--- config.mk ---
export PLATFORM = sky130hd
export DESIGN_NAME = parallel_host_port
export DESIGN_NICKNAME = d
export VERILOG_FILES = /design/src/rtl/host_port_pkg.sv /design/src/rtl/pin_sync.sv /design/src/rtl/parallel_host_port.sv
export SDC_FILE = /design/constraint.sdc
export NUM_CORES = 1
export LEC_CHECK = 0
export BUFFER_PORTS_ARGS = -buffer_cell sky130_fd_sc_hd__buf_2
export CORE_UTILIZATION = 46
export CTS_BUF_LIST = sky130_fd_sc_hd__clkbuf_16
export DETAILED_ROUTE_END_ITERATION = 8
export PLACE_DENSITY = 0.75
export SYNTH_ARGS = -nofsm -noshare
export SYNTH_HDL_FRONTEND = slang
export SYNTH_SLANG_ARGS = --single-unit
export TNS_END_PERCENT = 1
--- constraint.sdc ---
create_clock -name core_clk -period 1.37 [get_ports core_clk]
set_input_delay 0.137 -clock core_clk [delete_from_list [all_inputs] [get_ports core_clk]]
set_output_delay 0.137 -clock core_clk [all_outputs]
set_load 0.03 [all_outputs]
--- src/rtl/host_port_pkg.sv ---
// constants for the parallel host port pin block
// assumes a single 20 MHz core clock and synchronous active-high reset
// Summary of operation
// RULE_01 - host mode, strobe idle: all eight data lines float
// RULE_02 - strobe active: drive data on read, accept host data on write
// RULE_03 - acknowledge during own service request also drives data lines
// RULE_04 - port not selected: fifteen pins are individual general-purpose lines
// RULE_05 - after reset every shared pin is a general-purpose input
// RULE_06 - three host address inputs select the targeted host register
// RULE_07 - host holds direction steady while strobe is active
// RULE_08 - active-low strobe qualifies transfers; write data taken at rising edge
// RULE_09 - host builds strobe from decoded chip select and enable
// RULE_10 - service request leaves through an open-drain output
// RULE_11 - acknowledge serves DMA handshake and interrupt acknowledge
// RULE_12 - unused request and acknowledge lines held high
// RULE_13 - request pin as general-purpose line is a driven output; here its direction follows gpio_dir_in like the other pins
// RULE_14 - reset-cleared mode bit picks host or gpio; per-pin direction and value
package host_port_pkg;
  localparam int unsigned DATA_W    = 8;
  localparam int unsigned ADDR_W    = 3;
  localparam int unsigned PIN_N     = 15;
  localparam int unsigned POS_ADDR  = 8;
  localparam int unsigned POS_DIR   = 11;
  localparam int unsigned POS_STB   = 12;
  localparam int unsigned POS_REQ   = 13;
  localparam int unsigned POS_ACK   = 14;
  localparam logic [PIN_N-1:0] GPIO_DIR_RESET = 15'h0000;
  localparam logic [PIN_N-1:0] GPIO_OUT_RESET = 15'h0000;
  localparam logic [PIN_N-1:0] PIN_RESET      = 15'h7fff;
  typedef enum logic [1:0] {
    XFER_IDLE  = 2'b00,
    XFER_READ  = 2'b01,
    XFER_WRITE = 2'b10
  } xfer_state_t;
endpackage : host_port_pkg

--- src/rtl/pin_sync.sv ---
// two-flop synchroniser bank for pin inputs
// assumes inputs asynchronous to core_clk
`timescale 1ns/1ps
`default_nettype none
module pin_sync #(
  parameter int unsigned WIDTH = 15,
  parameter logic [WIDTH-1:0] INIT = '0
) (
  input  wire logic             core_clk,
  input  wire logic             rst,
  input  wire logic [WIDTH-1:0] async_in,
  output logic      [WIDTH-1:0] sync_out
);
  if (WIDTH < 1) begin : g_width_check
    $error("pin_sync needs a width of at least one");
  end
  logic [WIDTH-1:0] meta_reg;
  logic [WIDTH-1:0] meta_next;
  logic [WIDTH-1:0] sync_reg;
  logic [WIDTH-1:0] sync_next;
  always_comb begin
    meta_next = async_in;
    sync_next = meta_reg;
  end
  always_ff @(posedge core_clk) begin
    if (rst) begin
      meta_reg <= INIT;
      sync_reg <= INIT;
    end else begin
      meta_reg <= meta_next;
      sync_reg <= sync_next;
    end
  end
  assign sync_out = sync_reg;
endmodule : pin_sync
`default_nettype wire

--- src/rtl/parallel_host_port.sv ---
// pin-level parallel host port sharing fifteen pins with general-purpose i/o
// assumes core logic supplies read data and consumes write strobes on core_clk
`timescale 1ns/1ps
`default_nettype none
module parallel_host_port
  import host_port_pkg::*;
(
  input  wire logic                               core_clk,
  input  wire logic                               rst,
  input  wire logic                               host_mode_sel,
  input  wire logic [host_port_pkg::PIN_N-1:0]    gpio_dir_in,
  input  wire logic [host_port_pkg::PIN_N-1:0]    gpio_value_in,
  output logic      [host_port_pkg::PIN_N-1:0]    gpio_level,
  input  wire logic [host_port_pkg::PIN_N-1:0]    pin_i,
  output logic      [host_port_pkg::PIN_N-1:0]    pin_o,
  output logic      [host_port_pkg::PIN_N-1:0]    pin_oe_n,
  input  wire logic [host_port_pkg::DATA_W-1:0]   read_data,
  input  wire logic                               service_request,
  output logic      [host_port_pkg::ADDR_W-1:0]   host_reg_select,
  output logic      [host_port_pkg::DATA_W-1:0]   write_data,
  output logic                                    write_strobe,
  output logic                                    read_strobe,
  output logic                                    ack_strobe
);
  import host_port_pkg::*;

  logic [PIN_N-1:0] pins_s;
  pin_sync #(.WIDTH(PIN_N), .INIT(PIN_RESET)) u_sync (
    .core_clk (core_clk),
    .rst      (rst),
    .async_in (pin_i),
    .sync_out (pins_s)
  );

  logic              mode_reg, mode_next;
  logic [PIN_N-1:0]  dir_reg, dir_next;
  logic [PIN_N-1:0]  val_reg, val_next;
  logic [PIN_N-1:0]  lvl_reg, lvl_next;
  logic [DATA_W-1:0] rd_reg, rd_next;
  logic [DATA_W-1:0] wd_reg, wd_next;
  logic [ADDR_W-1:0] sel_reg, sel_next;
  logic              req_reg, req_next;
  logic              ack_d_reg, ack_d_next;
  logic              wstb_reg, wstb_next;
  logic              rstb_reg, rstb_next;
  logic              astb_reg, astb_next;
  xfer_state_t       st_reg, st_next;

  logic strobe_act, dir_rd, ack_act;
  assign strobe_act = mode_reg & ~pins_s[POS_STB];             // [RULE_08]
  assign dir_rd     = pins_s[POS_DIR];
  assign ack_act    = mode_reg & ~pins_s[POS_ACK];             // [RULE_11]

  always_comb begin
    mode_next  = host_mode_sel;                                // [RULE_14]
    dir_next   = gpio_dir_in;
    val_next   = gpio_value_in;
    lvl_next   = pins_s;
    rd_next    = read_data;
    req_next   = mode_reg & service_request;
    sel_next   = sel_reg;
    wd_next    = wd_reg;
    st_next    = st_reg;
    wstb_next  = 1'b0;
    rstb_next  = 1'b0;
    ack_d_next = ack_act;
    astb_next  = ack_act & ~ack_d_reg & req_reg;               // [RULE_11]
    unique case (st_reg)
      XFER_IDLE: begin
        if (strobe_act) begin
          sel_next = pins_s[POS_ADDR +: ADDR_W];               // [RULE_06]
          st_next  = dir_rd ? XFER_READ : XFER_WRITE;          // [RULE_07]
          rstb_next = dir_rd;
        end
      end
      XFER_READ: begin
        if (!strobe_act) st_next = XFER_IDLE;
      end
      XFER_WRITE: begin
        wd_next = pins_s[DATA_W-1:0];
        if (!strobe_act) begin
          st_next   = XFER_IDLE;                               // [RULE_08]
          wstb_next = 1'b1;
        end
      end
      default: st_next = XFER_IDLE;
    endcase
  end

  always_ff @(posedge core_clk) begin
    if (rst) begin
      mode_reg  <= 1'b0;                                       // [RULE_05]
      dir_reg   <= GPIO_DIR_RESET;
      val_reg   <= GPIO_OUT_RESET;
      lvl_reg   <= PIN_RESET;
      rd_reg    <= '0;
      wd_reg    <= '0;
      sel_reg   <= '0;
      req_reg   <= 1'b0;
      ack_d_reg <= 1'b0;
      wstb_reg  <= 1'b0;
      rstb_reg  <= 1'b0;
      astb_reg  <= 1'b0;
      st_reg    <= XFER_IDLE;
    end else begin
      mode_reg  <= mode_next;
      dir_reg   <= dir_next;
      val_reg   <= val_next;
      lvl_reg   <= lvl_next;
      rd_reg    <= rd_next;
      wd_reg    <= wd_next;
      sel_reg   <= sel_next;
      req_reg   <= req_next;
      ack_d_reg <= ack_d_next;
      wstb_reg  <= wstb_next;
      rstb_reg  <= rstb_next;
      astb_reg  <= astb_next;
      st_reg    <= st_next;
    end
  end

  logic data_drive;
  assign data_drive = mode_reg &
                      ((strobe_act & dir_rd) |                 // [RULE_02]
                       (ack_act & req_reg));                   // [RULE_03]

  always_comb begin
    if (!mode_reg) begin
      pin_o    = val_reg;                                      // [RULE_04]
      pin_oe_n = ~dir_reg;                                     // [RULE_13]
    end else begin
      pin_o    = '0;
      pin_oe_n = '1;
      pin_o[DATA_W-1:0]    = rd_reg;
      pin_oe_n[DATA_W-1:0] = {DATA_W{~data_drive}};            // [RULE_01]
      pin_oe_n[POS_REQ]    = ~req_reg;                         // [RULE_10]
    end
  end

  assign gpio_level      = lvl_reg;
  assign host_reg_select = sel_reg;
  assign write_data      = wd_reg;
  assign write_strobe    = wstb_reg;
  assign read_strobe     = rstb_reg;
  assign ack_strobe      = astb_reg;

  property p_idle_float;
    @(posedge core_clk) disable iff (rst)
      (mode_reg && !strobe_act && !(ack_act && req_reg)) |-> (&pin_oe_n[DATA_W-1:0]);
  endproperty
  a_idle_float: assert property (p_idle_float) else $error("data driven while idle"); // [RULE_01]

  property p_read_drive;
    @(posedge core_clk) disable iff (rst)
      (mode_reg && strobe_act && dir_rd) |-> (pin_oe_n[DATA_W-1:0] == '0);
  endproperty
  a_read_drive: assert property (p_read_drive) else $error("read not driven"); // [RULE_02]

  property p_write_float;
    @(posedge core_clk) disable iff (rst)
      (mode_reg && strobe_act && !dir_rd && !(ack_act && req_reg))
        |-> (&pin_oe_n[DATA_W-1:0]);
  endproperty
  a_write_float: assert property (p_write_float) else $error("write drove bus"); // [RULE_02]

  property p_ack_drive;
    @(posedge core_clk) disable iff (rst)
      (ack_act && req_reg) |-> (pin_oe_n[DATA_W-1:0] == '0);
  endproperty
  a_ack_drive: assert property (p_ack_drive) else $error("ack not driving"); // [RULE_03]

  property p_gpio_map;
    @(posedge core_clk) disable iff (rst)
      !mode_reg |-> (pin_oe_n == ~dir_reg && pin_o == val_reg);
  endproperty
  a_gpio_map: assert property (p_gpio_map) else $error("gpio mapping wrong"); // [RULE_04]

  property p_reset_input;
    @(posedge core_clk) disable iff (rst)
      $past(rst) |-> (&pin_oe_n);
  endproperty
  a_reset_input: assert property (p_reset_input) else $error("pin driven after reset"); // [RULE_05]

  property p_write_capture;
    @(posedge core_clk) disable iff (rst)
      (st_reg == XFER_WRITE && !strobe_act)
        |=> (write_strobe && write_data == $past(pins_s[DATA_W-1:0]));
  endproperty
  a_write_capture: assert property (p_write_capture) else $error("write data lost"); // [RULE_08]

  property p_req_od;
    @(posedge core_clk) disable iff (rst)
      mode_reg |-> (pin_o[POS_REQ] == 1'b0 && pin_oe_n[POS_REQ] == !req_reg);
  endproperty
  a_req_od: assert property (p_req_od) else $error("request not open-drain"); // [RULE_10]

  property p_addr_latch;
    @(posedge core_clk) disable iff (rst)
      (st_reg == XFER_IDLE && strobe_act) |=> (host_reg_select == $past(pins_s[POS_ADDR +: ADDR_W]));
  endproperty
  a_addr_latch: assert property (p_addr_latch) else $error("address not latched"); // [RULE_06]

  // read access announced one cycle after the strobe is seen
  property p_read_strobe;
    @(posedge core_clk) disable iff (rst)
      (st_reg == XFER_IDLE && strobe_act && dir_rd) |=> read_strobe;
  endproperty
  a_read_strobe: assert property (p_read_strobe) else $error("read strobe missing"); // [RULE_02]

  // acknowledge pulse only while own request was up
  property p_ack_strobe;
    @(posedge core_clk) disable iff (rst)
      ack_strobe |-> $past(req_reg);
  endproperty
  a_ack_strobe: assert property (p_ack_strobe) else $error("ack without request"); // [RULE_11]

  // first edge after reset: gpio mode, no strobes
  property p_reset_state;
    @(posedge core_clk) disable iff (rst)
      $past(rst) |-> (!mode_reg && !write_strobe && !read_strobe && !ack_strobe);
  endproperty
  a_reset_state: assert property (p_reset_state) else $error("state not reset"); // [RULE_05]

  c_read:  cover property (@(posedge core_clk) disable iff (rst) read_strobe);
  c_write: cover property (@(posedge core_clk) disable iff (rst) write_strobe);
  c_ack:   cover property (@(posedge core_clk) disable iff (rst) ack_strobe);
  c_gpio:  cover property (@(posedge core_clk) disable iff (rst) !mode_reg && !pin_oe_n[POS_REQ]);
  c_req:   cover property (@(posedge core_clk) disable iff (rst) mode_reg && !pin_oe_n[POS_REQ]);
endmodule : parallel_host_port
`default_nettype wire

* Yosys cells after proc, flatten, opt, wreduce, memory -nomap -nowiden *
Index checks and enable logic that the tools add are counted.

word-level totals
  logic and storage cells = 50
  flip-flop bits (word level) = 102
  output and inout port bits = 59
  input bits = 57

cells by class
  mux-type cells = 7
  reductions and logical operators = 6
  bitwise operators = 18
  equality and inequality tests = 4

operator list
  operator              number
  $mux W15              2
  $not A15 Y15          1
  $and A1 B1 Y1         8
  $not A1 Y1            8
  $mux W2               3
  $ne A2 B2 Y1 const B  2
  $pmux W2 S2           1
  $reduce_and A2 Y1     2
  $reduce_or A2 Y1      2
  $reduce_or A3 Y1      1
  $eq A2 B1 Y1 const B  1
  $eq A2 B2 Y1 const B  1
  $logic_not A2 Y1      1
  $mux W1               1
  $or A1 B1 Y1          1

* Logic depth before layout (Yosys ltp) *
  word-level depth = 7
  mapped depth = 5
  gate-level depth less buffers = 5

* Modules after synthesis *
A second synthesis with hierarchy kept.

second synthesis, totals
  cell total of the unflattened synthesis = 276
  area, all modules = 3159.3 µm²

modules (own cells, without submodules)
  module              instances  cells an instance  area an instance (µm²)  seq. area each (µm²)
  parallel_host_port  1          213                2356.0                  1441.4
  pin_sync            1          63                 803.3                   600.6

* Worst setup path after synthesis *
No wires, ideal clock.

  path kind = register to output
  from = register mode_reg
  to = output port pin_oe_n[0] (netlist name)
  buffers on the path = 2
  setup slack = -0.062 ns
  data required time = 1.233 ns
  arrival time = 1.295 ns
  cell stages (with the launch flop) = 4
  path through = dfxtp_1 -> buf_6 -> buf_2 -> o21ai_0

on the way
  cells in the longest elaborated chain, start to end = 6
  elaborated cells on any way between the ends = 8
  classes of those cells = mux (1); bitwise (7)

RTL lines
  what                              RTL line                                              source
  start, declared                   parallel_host_port.sv:35                              logic mode_reg, mode_next;
  start signal, assigned            parallel_host_port.sv:106                             mode_reg <= mode_next;
  $and A1 B1 Y1 (on tied branches)  parallel_host_port.sv:50, parallel_host_port.sv:52
  $and A1 B1 Y1 (on tied branches)  parallel_host_port.sv:124, parallel_host_port.sv:125
  $or A1 B1 Y1                      parallel_host_port.sv:124                             ((strobe_act & dir_rd) |
  $and A1 B1 Y1                     parallel_host_port.sv:123                             assign data_drive = mode_reg &
  $not A1 Y1                        parallel_host_port.sv:135                             pin_oe_n[DATA_W-1:0] = {DATA_W{~data_drive}};
  $mux W15 *                        parallel_host_port.sv:128                             if (!mode_reg) begin
  end, declared                     parallel_host_port.sv:16                              output logic [host_port_pkg::PIN_N-1:0] pin_oe_n,

Every way passes the cells marked *; elsewhere a longest branch is shown, timed or not.

* Final worst setup path *
  from = register mode_reg
  to = output port pin_oe_n[7] (netlist name)

Same word-level chain as after synthesis.

==> results.json <==
{
  "synth_fp_nets": 336,
  "antenna_found_initial": 0,
  "dp_hpwl_um": 4000,
  "synth_top_family_by_area": "simple AND/OR/NAND/NOR gates",
  "initial_core_util": 0.489,
  "setup_viol": 28,
  "crit_chain": "buf_16, o221ai_4, o21ai_1, buf_4",
  "hold_path.class": "in2reg",
  "drive_above_1_share": 0.495,
  "port_buffers": 115,
  "ys_seq_area_frac": 0.644,
  "cts_root_buf": "clkbuf_16",
  "dieArea_um2": 7230,
  "sequentialPowerShare": 0.473,
  "netSwitchingFraction": 0.213,
  "synth.distinct_cells": 24,
  "violations": "negative setup slack",
  "drv_cap": 0,
  "drtAntennaViolNets": 0,
  "rows": 29,
  "ios": 116,
  "chipWidth_um": 85.1,
  "fp.dieH_um": 85.1,
  "grt_usage": 0.180,
  "grt_max_degree": 50,
  "rsz0062_at_grt": "true",
  "crit_start": "mode_reg$_SDFF_PP0_",
  "syn_area_per_cell_um2": 11.5,
  "fmax_mhz": 678,
  "outcome": "finished, violations left",
  "synth-edff-count": 0,
  "p_leak_nw": 2.02,
  "synthSimpleGateAreaFrac": 0.228,
  "hold_viol": 0,
  "dp.cells": 462,
  "p_clk_frac": 0.426,
  "grt_overflow_total": 0,
  "routed_via_density": 4.51,
  "fin_cells": 497,
  "tightest_slew_ns": 0.328,
  "numCtsBuffers": 9,
  "cts_max_level": 3,
  "reg2reg_to": "st_reg[1]$_SDFFE_PP0P_",
  "synth-compound-area-share": 0.0276,
  "comb_power_share": 0.101,
  "timing.rr.start": "mode_reg$_SDFF_PP0_",
  "rrSetupSlack_ns": 0,
  "gp_congestion": 0.768,
  "max_stage_delay_ns": 0.41,
  "cts_sinks": 102,
  "dpl_cell_area_um2": 3840,
  "crit_type": "reg2out",
  "num-fill-cells": 474,
  "end_kind": "primary output",
  "crit_slowest_cell": "dfxtp_4",
  "synthToLayoutAreaGrowth_pct": 45.3,
  "yosysMostFrequentCell": "dfxtp_1",
  "ys_ff_latch": 102,
  "grt_pass1_wl_um": 9910,
  "crit_path_end": "pin_oe_n[7]",
  "synthCells": 277,
  "tritoncts": "done",
  "drc": 0,
  "p_int_w": 0.00520,
  "powerDensity_nw_per_um2": 1430,
  "multi_input_area_um2": 1100,
  "core_area_um2": 6490,
  "ys_async_sr_fraction": 0,
  "reg2reg_depth": 5,
  "synth_top_area_frac": 0.644,
  "critPathArrivalTime_ns": 1.34,
  "slew_headroom": 0.781,
  "first_iter_violations": 47,
  "cp_num_buf_inv": 2,
  "synth_mux_area_frac": 0.0599,
  "p_sw_w": 0.00141,
  "yosysWarnings": 0,
  "ys.flop_type": "dfxtp_1",
  "period_needed_ns": 1.48,
  "num_antenna_cells": 0,
  "avgRoutedWirePerCell_um": 12.9,
  "drv_slew": 0,
  "design_area_um2": 4610,
  "cts_buffer_depth": 2,
  "vias": 2242,
  "synth_area_um2": 3170,
  "path_max_fanout": 8,
  "first_global_vias": 2096,
  "cpLargestDelayFamily": "flip-flops",
  "nets": 474,
  "finalCritPeriodShare": 1.08,
  "yosys.area.top_type": "dfxtp_1",
  "netlist_top_cells_count": "102 x dfxtp_1, 46 x nor2b_1, 45 x or2_2",
  "register_area_um2": 2050,
  "synth_xor_area_frac": 0,
  "layout_setup_ws_ns": -0.106,
  "path_clk_slew_ns": 0.06,
  "peakVddDrop_v": 0.000824,
  "startpoint_type": "flop",
  "required_ns": 1.23,
  "clk_latency_ns": 0.33,
  "drt-pass1-iter-count": 4,
  "synth_fa_ha_area_frac": 0.00789,
  "yosys-top-cells-area": "dfxtp_1 64%, nor2b_1 9.1%, or2_2 8.9%",
  "routed_wl_um": 6400,
  "fin_worst_skew_ns": 0.00544,
  "crit_cells": 4
}
==> metrics by stage <==
| step | power, W | util | TNS, ns | setup slack, ns | hold slack [ns] |
|---|---|---|---|---|---|
| final | 0.00661 | 0.710 | -1.86 | -0.106 | 0.0113 |
| after global routing | 0.00685 | 0.710 | -3.71 | -0.203 | 0.00420 |
| after CTS | 0.00664 | 0.700 | -2.18 | -0.109 | 0.000917 |
| after detailed placement | 0.00371 | 0.592 | 0 | 0.117 | 0.321 |
| after global placement | 0.00370 | 0.592 | 0 | 0.172 | 0.320 |
| after floorplan | 0.00352 | - | -0.498 | -0.0623 | 0.241 |
==> power groups by stage <==
| stage | logic (W) | registers [W] | clock network [W] |
|---|---|---|---|
| 6_report | 0.000669 | 0.00312 | 0.00281 |
| 5_1_grt | 0.000715 | 0.00313 | 0.00300 |
| 4_1_cts | 0.000650 | 0.00312 | 0.00286 |
| 3_5_place_dp | 0.000528 | 0.00318 | 0 |
| 3_3_place_gp | 0.000521 | 0.00318 | 0 |
| 2_1_floorplan | 0.000318 | 0.00320 | 0 |
==> timing repair <==
item / 4_1_cts / 5_1_grt
gates resized for setup: 56 / 16
pin swaps: 1 / 1
hold endpoints to repair: 15 / 0
buffers inserted: 1 / 1
setup endpoints to repair: 23 / 32
gates cloned: 2 / 0
hold buffers: 15 / 0
==> layout make-up <==
class,count,area share
Sequential cell,102,0.444
Multi-Input combinational cell,155,0.239
Timing Repair Buffer,142,0.218
Clock buffer,9,0.0488
Clock inverter,7,0.0247
Tap cell,77,0.0209
Inverter,5,0.00407
==> worst register-to-register path, stage by stage (launching register included) <==
cell	delay [ns]
dfxtp_4	0.41
buf_6	0.12
buf_6	0.12
nor2b_4	0.21
mux2i_2	0.28
o32ai_1	0.11
==> worst min-delay path by stage <==
stage	start	endpoint	slack, ns	cells after the start
6_report	gpio_dir_in[6]	dir_reg[6]$_SDFF_PP0_	0.01	2
3_5_place_dp	pin_i[2]	u_sync.meta_reg[2]$_SDFF_PP1_	0.32	2
4_1_cts	read_data[2]	rd_reg[2]$_SDFF_PP0_	0.0009	2
3_3_place_gp	pin_i[1]	u_sync.meta_reg[1]$_SDFF_PP1_	0.32	2
2_1_floorplan	pin_i[0]	u_sync.meta_reg[0]$_SDFF_PP1_	0.24	1
5_1_grt	gpio_dir_in[4]	dir_reg[4]$_SDFF_PP0_	0.004	2
==> layout by cell type, fill, tap and decap left out, types with 3 or more instances in the layout <==
master,count
dfxtp_1,99
buf_2,91
or2_2,45
nor2b_1,42
buf_4,16
buf_6,16
dlygate4sd3_1,15
nor2_1,11
nand2_1,10
mux2i_1,9
clkbuf_16,9
mux2_4,8
o21ai_1,6
inv_1,5
nor2b_4,4
nand3_1,3
a21oi_1,3
bufinv_16,3
==> kinds of logic after synthesis <==
family,after synthesis
DFF,102
buffers and inverters,20
adders and majority gates,2
muxes,18
AOI/OAI and AO/OA,14
and+or+nand+nor,121
==> per-layer routing <==
layer  vias to the layer above  global-route usage  wire (um)
li1                       1148                   -          -
met1                      1019               0.207       2710
met2                        67               0.321       3340
met3                         8              0.0399        263
met4                         0              0.0786         84
met5                         -                   0          0
Note: power is estimated with default switching activity, not from simulation.
